File: config.mk
export PLATFORM = sky130hd
export DESIGN_NAME = bcm_gate_timer
export DESIGN_NICKNAME = d
export VERILOG_FILES = /design/src/hdl/bcm_pkg.sv /design/src/hdl/bcm_gate_timer.sv
export SDC_FILE = /design/constraint.sdc
export NUM_CORES = 1
export LEC_CHECK = 0
export BUFFER_PORTS_ARGS = -buffer_cell sky130_fd_sc_hd__buf_2
export CAP_MARGIN = 5
export CORE_AREA = 2 2 127 129
export DETAILED_ROUTE_END_ITERATION = 8
export DIE_AREA = 0 0 129 131
export PLACE_DENSITY = 0.49
export REMOVE_ABC_BUFFERS = 1
export SLEW_MARGIN = 5
export SYNTH_ARGS = -nofsm -noshare
export SYNTH_HDL_FRONTEND = slang
export SYNTH_SLANG_ARGS = --single-unit
File: constraint.sdc
create_clock -name mclk -period 5.5 [get_ports mclk]
set_input_delay 0.55 -clock mclk [delete_from_list [all_inputs] [get_ports mclk]]
set_output_delay 0.55 -clock mclk [all_outputs]
set_load 0.01 [all_outputs]
File: src/hdl/bcm_pkg.sv
/*
  constants, state encoding and register struct of the barrier close
  timer and mode logic.
  assumes a 10 MHz system clock; every pin and switch arrives asynchronously.
*/
// How it works
// hold-open delay comes from five switches; used after reversal and auto close
// switch pattern 00100 gives a four second hold before closing
// memory mode counts aux four vehicles; gate stays open until count runs out
// auto close shuts gate after the hold delay once the open, aux4 and close loop inputs are idle
// a timed auto close clears the stored vehicle count to zero
// forced up with both modes on closes again by the delay timer
// power-fail-open mode opens the gate fifteen seconds after mains loss
// after mains returns, stay open until close loop clears or timer expires
// obstruction while closing reverses to open, waits the delay, closes
// obstruction while opening stops travel, waits the delay, closes
// low battery during mains loss opens the gate regardless of the switch
// all delays count a fixed one second tick, restarted at each period start
package bcm_pkg;

  localparam int unsigned CLK_PERIOD_NS   = 100;
  localparam int unsigned TICK_PERIOD_MS  = 1000;
  localparam int unsigned TICK_CYCLES_1S  = TICK_PERIOD_MS * 1000000 / CLK_PERIOD_NS;
  localparam int unsigned PF_OPEN_DELAY_S = 15;

  localparam int PRESC_W = 24;
  localparam int HOLD_W  = 5;
  localparam int PF_W    = 4;
  localparam int CNT_W   = 4;

  // positions in the synchronised pin vector
  localparam int IN_OPEN   = 0;
  localparam int IN_AUX4   = 1;
  localparam int IN_CLOOP  = 2;
  localparam int IN_OBST   = 3;
  localparam int IN_OLIM   = 4;
  localparam int IN_CLIM   = 5;
  localparam int IN_PFAIL  = 6;
  localparam int IN_LOWBAT = 7;
  localparam int IN_MEM    = 8;
  localparam int IN_ACLOSE = 9;
  localparam int IN_FORCED = 10;
  localparam int IN_PFOPEN = 11;
  localparam int IN_DLY    = 12;
  localparam int IN_NUM    = IN_DLY + HOLD_W;

  localparam logic [PF_W-1:0]  PF_OPEN_TICKS = PF_W'(PF_OPEN_DELAY_S);
  localparam logic [CNT_W-1:0] CNT_MAX       = 4'hf;

  typedef enum logic [2:0] {
    ST_CLOSED     = 3'h0,
    ST_OPENING    = 3'h1,
    ST_OPEN       = 3'h3,
    ST_CLOSING    = 3'h2,
    ST_CLOSE_WAIT = 3'h6
  } bcm_state_t;

  typedef struct packed {
    logic [IN_NUM-1:0]  sync1;
    logic [IN_NUM-1:0]  sync2;
    logic [IN_NUM-1:0]  last;
    bcm_state_t         state;
    logic               hold_armed;
    logic               hold_auto;
    logic [HOLD_W-1:0]  hold_cnt;
    logic [PRESC_W-1:0] hold_presc;
    logic [PRESC_W-1:0] pf_presc;
    logic [PF_W-1:0]    pf_cnt;
    logic               pf_open;
    logic               pf_hold;
    logic [CNT_W-1:0]   vehicles;
    logic               motor_open;
    logic               motor_close;
  } bcm_regs_t;

endpackage

File: src/hdl/bcm_gate_timer.sv
/*
  barrier gate mode and close timer: open and close commands to the motor
  drive from loops, access inputs, obstruction detector, limits and mains state.
  assumes all inputs are asynchronous levels from pins and switches.
*/
`timescale 1ns/1ns
module bcm_gate_timer
  import bcm_pkg::*;
#(
  parameter int unsigned TICK_CYCLES = TICK_CYCLES_1S
) (
  input  wire logic              mclk,
  input  wire logic              nrst,
  input  wire logic              open_request,
  input  wire logic              aux4_request,
  input  wire logic              close_loop,
  input  wire logic              obstruction_reverse_detector,
  input  wire logic              open_limit,
  input  wire logic              close_limit,
  input  wire logic              power_fail,
  input  wire logic              low_battery,
  input  wire logic              memory_enable,
  input  wire logic              auto_close_enable,
  input  wire logic              forced_up_alarm_enable,
  input  wire logic              power_fail_open_enable,
  input  wire logic [HOLD_W-1:0] hold_delay_sw,
  output logic                   motor_open,
  output logic                   motor_close,
  output logic [CNT_W-1:0]       vehicle_count,
  output logic                   hold_active
);

  bcm_regs_t r;
  bcm_regs_t next_r;

  // switch pattern read as whole seconds: switch 3 alone is 4 s
  function automatic logic [HOLD_W-1:0] hold_reload(input logic [IN_NUM-1:0] v);
    hold_reload = v[IN_DLY +: HOLD_W];
  endfunction

  logic [IN_NUM-1:0] s;
  logic              aux4_rise;
  logic              cloop_fall;
  logic              forced_up;
  logic              inputs_idle;
  logic              hold_tick;
  logic              pf_tick;
  logic              hold_done;
  logic              open_cause;

  assign s           = r.sync2;
  assign aux4_rise   = s[IN_AUX4] & ~r.last[IN_AUX4];
  assign cloop_fall  = ~s[IN_CLOOP] & r.last[IN_CLOOP];
  assign forced_up   = ~s[IN_CLIM] & r.last[IN_CLIM];
  assign inputs_idle = ~s[IN_OPEN] & ~s[IN_AUX4] & ~s[IN_CLOOP];
  assign hold_tick   = r.hold_presc == PRESC_W'(TICK_CYCLES - 1);
  assign pf_tick     = r.pf_presc == PRESC_W'(TICK_CYCLES - 1);
  assign hold_done   = r.hold_armed & (r.hold_cnt == '0);
  assign open_cause  = s[IN_OPEN] | aux4_rise | r.pf_open;

  always_comb begin
    next_r       = r;
    next_r.sync1 = {hold_delay_sw, power_fail_open_enable, forced_up_alarm_enable,
                    auto_close_enable, memory_enable, low_battery, power_fail,
                    close_limit, open_limit, obstruction_reverse_detector,
                    close_loop, aux4_request, open_request};
    next_r.sync2 = r.sync1;
    next_r.last  = r.sync2;

    // hold timer, one second ticks from its own restartable prescaler
    if (r.hold_armed && r.hold_cnt != '0) begin
      next_r.hold_presc = hold_tick ? '0 : r.hold_presc + PRESC_W'(1);
      if (hold_tick) begin
        next_r.hold_cnt = r.hold_cnt - HOLD_W'(1);
      end
    end

    // mains loss timer
    if (s[IN_PFAIL]) begin
      next_r.pf_hold = 1'b1;
      if (s[IN_LOWBAT]) begin
        next_r.pf_open = 1'b1;
      end
      if (s[IN_PFOPEN] && !r.pf_open) begin
        next_r.pf_presc = pf_tick ? '0 : r.pf_presc + PRESC_W'(1);
        if (pf_tick) begin
          next_r.pf_cnt = r.pf_cnt + PF_W'(1);
        end
        if (r.pf_cnt == PF_OPEN_TICKS) begin
          next_r.pf_open = 1'b1;
        end
      end
    end else begin
      next_r.pf_presc = '0;
      next_r.pf_cnt   = '0;
      next_r.pf_open  = 1'b0;
    end

    // vehicle memory; an arrival and a departure together cancel
    if (s[IN_MEM]) begin
      if (aux4_rise && !cloop_fall && r.vehicles != CNT_MAX) begin
        next_r.vehicles = r.vehicles + CNT_W'(1);
      end else if (cloop_fall && !aux4_rise && r.vehicles != '0) begin
        next_r.vehicles = r.vehicles - CNT_W'(1);
      end
    end else begin
      next_r.vehicles = '0;
    end

    case (r.state)
      ST_CLOSED: begin
        next_r.hold_armed = 1'b0;
        if (open_cause) begin
          next_r.state = ST_OPENING;
        end else if (forced_up && !r.motor_close) begin
          next_r.state = ST_OPEN;
          if (s[IN_FORCED] && s[IN_ACLOSE]) begin
            next_r.hold_armed = 1'b1;
            next_r.hold_cnt   = hold_reload(s);
            next_r.hold_presc = '0;
          end
        end
      end
      ST_OPENING: begin
        if (s[IN_OBST]) begin
          next_r.state      = ST_OPEN;
          next_r.hold_armed = 1'b1;
          next_r.hold_auto  = 1'b0;
          next_r.hold_cnt   = hold_reload(s);
          next_r.hold_presc = '0;
        end else if (s[IN_OLIM]) begin
          next_r.state = ST_OPEN;
        end
      end
      ST_OPEN: begin
        if (s[IN_ACLOSE] && !inputs_idle && (!r.hold_armed || r.hold_auto)) begin
          next_r.hold_armed = 1'b0;
        end else if (s[IN_ACLOSE] && inputs_idle && !r.hold_armed) begin
          next_r.hold_armed = 1'b1;
          next_r.hold_auto  = 1'b1;
          next_r.hold_cnt   = hold_reload(s);
          next_r.hold_presc = '0;
        end
        if (s[IN_PFAIL] || r.pf_open) begin
          next_r.state = ST_OPEN;
        end else if (hold_done) begin
          next_r.state = ST_CLOSING;
          if (r.hold_auto) begin
            next_r.vehicles = '0;
          end
        end else if (cloop_fall && (!s[IN_MEM] || r.vehicles <= CNT_W'(1))) begin
          next_r.state = ST_CLOSING;
        end
        if (next_r.state == ST_CLOSING) begin
          next_r.hold_armed = 1'b0;
          next_r.hold_auto  = 1'b0;
          next_r.pf_hold    = s[IN_PFAIL];
        end
      end
      ST_CLOSING: begin
        if (s[IN_OBST]) begin
          next_r.state      = ST_OPENING;
          next_r.hold_armed = 1'b0;
        end else if (open_cause) begin
          next_r.state = ST_OPENING;
        end else if (s[IN_CLOOP]) begin
          next_r.state = ST_CLOSE_WAIT;
        end else if (s[IN_CLIM]) begin
          next_r.state = ST_CLOSED;
        end
      end
      ST_CLOSE_WAIT: begin
        if (open_cause) begin
          next_r.state = ST_OPENING;
        end else if (!s[IN_CLOOP]) begin
          next_r.state = ST_CLOSING;
        end
      end
      default: begin
        next_r.state = ST_CLOSED;
      end
    endcase

    // reversal arms the hold once fully open again
    if (r.state == ST_CLOSING && s[IN_OBST]) begin
      next_r.hold_auto = 1'b0;
    end
    if (r.state == ST_OPENING && next_r.state == ST_OPEN && r.motor_close) begin
      next_r.hold_armed = 1'b1;
    end

    next_r.motor_open  = next_r.state == ST_OPENING;
    next_r.motor_close = next_r.state == ST_CLOSING;
  end

  // obstruction reversal: remember it across the opening travel
  logic rev_pending;
  logic next_rev_pending;

  always_comb begin
    next_rev_pending = rev_pending;
    if (r.state == ST_CLOSING && s[IN_OBST]) begin
      next_rev_pending = 1'b1;
    end else if (r.state == ST_OPENING && next_r.state == ST_OPEN) begin
      next_rev_pending = 1'b0;
    end else if (r.state != ST_OPENING) begin
      next_rev_pending = 1'b0;
    end
  end

  bcm_regs_t next_q;

  always_comb begin
    next_q = next_r;
    if (rev_pending && r.state == ST_OPENING && next_r.state == ST_OPEN) begin
      next_q.hold_armed = 1'b1;
      next_q.hold_auto  = 1'b0;
      next_q.hold_cnt   = hold_reload(s);
      next_q.hold_presc = '0;
    end
  end

  always_ff @(posedge mclk) begin
    if (!nrst) begin
      r           <= '0;
      rev_pending <= 1'b0;
    end else begin
      r           <= next_q;
      rev_pending <= next_rev_pending;
    end
  end

  assign motor_open    = r.motor_open;
  assign motor_close   = r.motor_close;
  assign vehicle_count = r.vehicles;
  assign hold_active   = r.hold_armed;

endmodule

==> metrics list <==
- Status: completed
- Worst-case headroom to the max-slew limit: 42.7%
- Synthesis instantiated 56 different standard cells from the library.
- Relative to the synthesized area, the layout overhead comes to 12.9%.
- Routed wire length per instance: 11.2 um
* Number of hold violations in the final report: 0
* Worst flop-to-flop path endpoint: r[52]
- Final setup vio count: 0
- The first detailed-routing pass took 4 iterations.
* Launch point of the worst hold path: hold_delay_sw[0]
- Half-perimeter wire length after detailed placement: 5780 um
- STA puts the critical path data arrival time at 2.94 ns.
- Worst Path Max Fanout: 22
* Reported max-cap violation count: 0
* Global-route wire length before repair: 14300 um
- Synth warn: 0
* Clock-pin transition on the worst setup and hold timing paths: 0.07 ns
* TritonCTS buffer count: 9
- STA classifies the critical path endpoint as a flop.
* Hold Path Sink: next_q[99]
- The worst hold path passes through 2 cells.
- Maximum ir drop on the vdd rail: 0.000143 V
* Cell total after placement: 725
- PortBufs: 25
* Unrepaired setup endpoints after global routing: false
* Total routing usage reported by global routing: 10.5%
- Final global-route overflow total: 0
* Most common cell after layout, fill and taps aside: dfxtp_1
* Count of boundary I/O pins: 26
- Synth async-reset ratio: 0%
- The net count of the finished layout is 548.
* Instance count of the mapped netlist: 505
- Via/cell ratio: 4.49
- Skew-Pair Late Insertion Delay: 0.35 ns
- Clock tree synthesis selected as its root buffer the cell clkbuf_16.
- Vias in the first global route: 3110
- Clock tree from TritonCTS: built
- For this design the static power due to leakage is 1.83 nW.
* Number of buffers between clock root and the deepest sink: 2
* Setup slack after placement: 2.77 ns
* Hold/Removal Path Class: in2reg
- DRC violation total after the first TritonRoute iteration: 116
- Clock skew on the completed layout was measured at 0.00505 ns.
- The congestion estimate from routability-driven global placement came to 0.867.
- Post-synthesis sequential area ratio: 46.6%
- Register-to-register path setup slack: 2.76 ns
- At the worst endpoint, the required time is 5.70 ns.
* Remaining DRCs: 0
* Number of cells in the finished layout apart from fillers: 741
- Timing would allow up to 0.365 GHz.
- H-tree Lvls: 3
- Once the floorplan was initialized, standard cells occupied 29.4% of the core.
- The startpoint identified for the worst register-to-register timing path is r[68].
- Cells fill 33.2% of the core in the end.
- Area of the core region: 15600 um2
- 0 antenna diodes ended up in the layout.
* CTS hold repair buffers: 0
- Average footprint of a synthesized cell: 9.09 um2
- Largest net degree at the start of global routing: 53
* Cell area power density: 297 nW/um2
- The number of gates resized after CTS was 0.
- Yosys mapped a number of flops with a built-in enable equal to 0.
- Measured along the y axis, the die boundary spans 131 um.
* Setup TNS: 0 ns
* Number of slew-limit violations in the final report: 0
- Across all setup checks in the final design, the least slack found is 2.76 ns.
- After detailed routing, the total wire length is 8280 um.
* Fillers: 1623
- For this block, the via count after detailed routing is 3327.
* Slew at the pin closest to its max-slew limit: 0.860 ns
* Number of synthesized register bits: 107
* Startpoint class of the critical path: flop
* CTS sink cnt: 107
* Final period util: 49.8%
- Die footprint: 16900 um2
- Layout cells sized above 1: 8.95%
- Setup bufs post-CTS: 0
* Std-Cell Rows: 46
- In the layout the commonest cells are 107 x dfxtp_1, 72 x nor2_1, 39 x and2_1.
- Among all flip-flop cells after synthesis, the most frequent one is dfxtp_1.
- Class of the most critical setup path: reg2reg
- Die X: 129 um
- The count of nets left with antenna violations once routing finished came out at 0.
- Initial antenna violation count: 0
- Count of cells along the worst register-to-register path: 6
- Post-layout minimum cycle time: 2.74 ns
- The synthesized netlist occupies a cell area of 4590 um2.
through the flow:
step	power (mW)	instance area (um2)	hold WS, ns
detailed placement	0.910	4880	0.418
finish	1.54	5180	0.401
floorplan	0.879	4490	0.412
global placement	0.909	4880	0.415
CTS	1.56	5180	0.389
global route	1.61	5180	0.396
how the worst max path moves through the flow:
stage / endpoint / from / cells past startpoint / slack, ns
floorplan: r[36] / r[68] / 6 / 3.32
global placement: r[36] / r[68] / 6 / 2.89
detailed placement: r[52] / r[68] / 6 / 2.77
CTS: r[52] / r[68] / 6 / 2.75
global route: r[44] / r[68] / 6 / 2.46
finish: r[52] / r[68] / 6 / 2.76
metal layers:
| metal | GRT usage (%) | vias to the layer above | part of all wire (%) |
|---|---|---|---|
| met5 | 0 | - | 0 |
| met4 | 6.52 | 0 | 2.6 |
| met3 | 1.75 | 14 | 2.5 |
| met2 | 16.6 | 45 | 45 |
| met1 | 13.5 | 1516 | 50 |
| li1 | - | 1752 | - |
flip-flops by register name, summed over array words and instances (netlist names):
| signal | count |
|---|---|
| hold_active | 1 |
| motor_close | 1 |
| motor_open | 1 |
| next_q | 17 |
| r | 65 |
| rev_pending | 1 |
| s | 17 |
| vehicle_count | 4 |
final cells by class:
class,instances,area [um2],share of cell area [%]
repair buffers,25,125,2.41
clock inverters,7,78.8,1.52
multi-input cells,365,2300,44.3
clock buffers,9,225,4.34
flip-flops and latches,107,2140,41.3
well taps,216,270,5.21
inverters,12,45.0,0.869
critical path, stage by stage (launching register included):
cell and delay [ns]:
dfxtp_1 0.60, nor3b_1 0.34, a32oi_1 0.15, a22o_1 0.36, o221ai_4 0.31, nand2b_1 0.71, nor2_1 0.12
kinds of logic after synthesis:
| logic type | after synthesis | share of synthesized area, % |
|---|---|---|
| AO/OA/AOI/OAI | 50 | 7.47 |
| XOR/XNOR | 54 | 10.3 |
| adder cells (fa/ha/maj) | 9 | 2.45 |
| buffers and inverters | 33 | 3.30 |
| flip-flops | 107 | 46.6 |
| multiplexers | 3 | 0.654 |
| AND/OR/NAND/NOR | 249 | 29.2 |
synthesized netlist by cell type, drive strengths merged (10+ instances only):
cell    number  share of area (%)
and3        14                1.9
nand2       31                2.6
inv         12               0.98
xor2        29                5.5
nor2        72                5.9
dfxtp      107                 47
buf         10                1.4
a21oi       11                1.2
nor3        13                1.4
nand3       22                2.4
o21ai       15                1.6
clkbuf      11               0.90
nand4       13                1.8
xnor2       25                4.8
and2        39                5.3
report_power, final:
part	total (mW)	internal (mW)	leakage, nW	switching, mW
combinational	0.0852	0.0354	0.825	0.0498
clock	0.647	0.355	0.138	0.292
sequential	0.806	0.793	0.870	0.0131
Note: power is estimated with default switching activity, not from simulation.
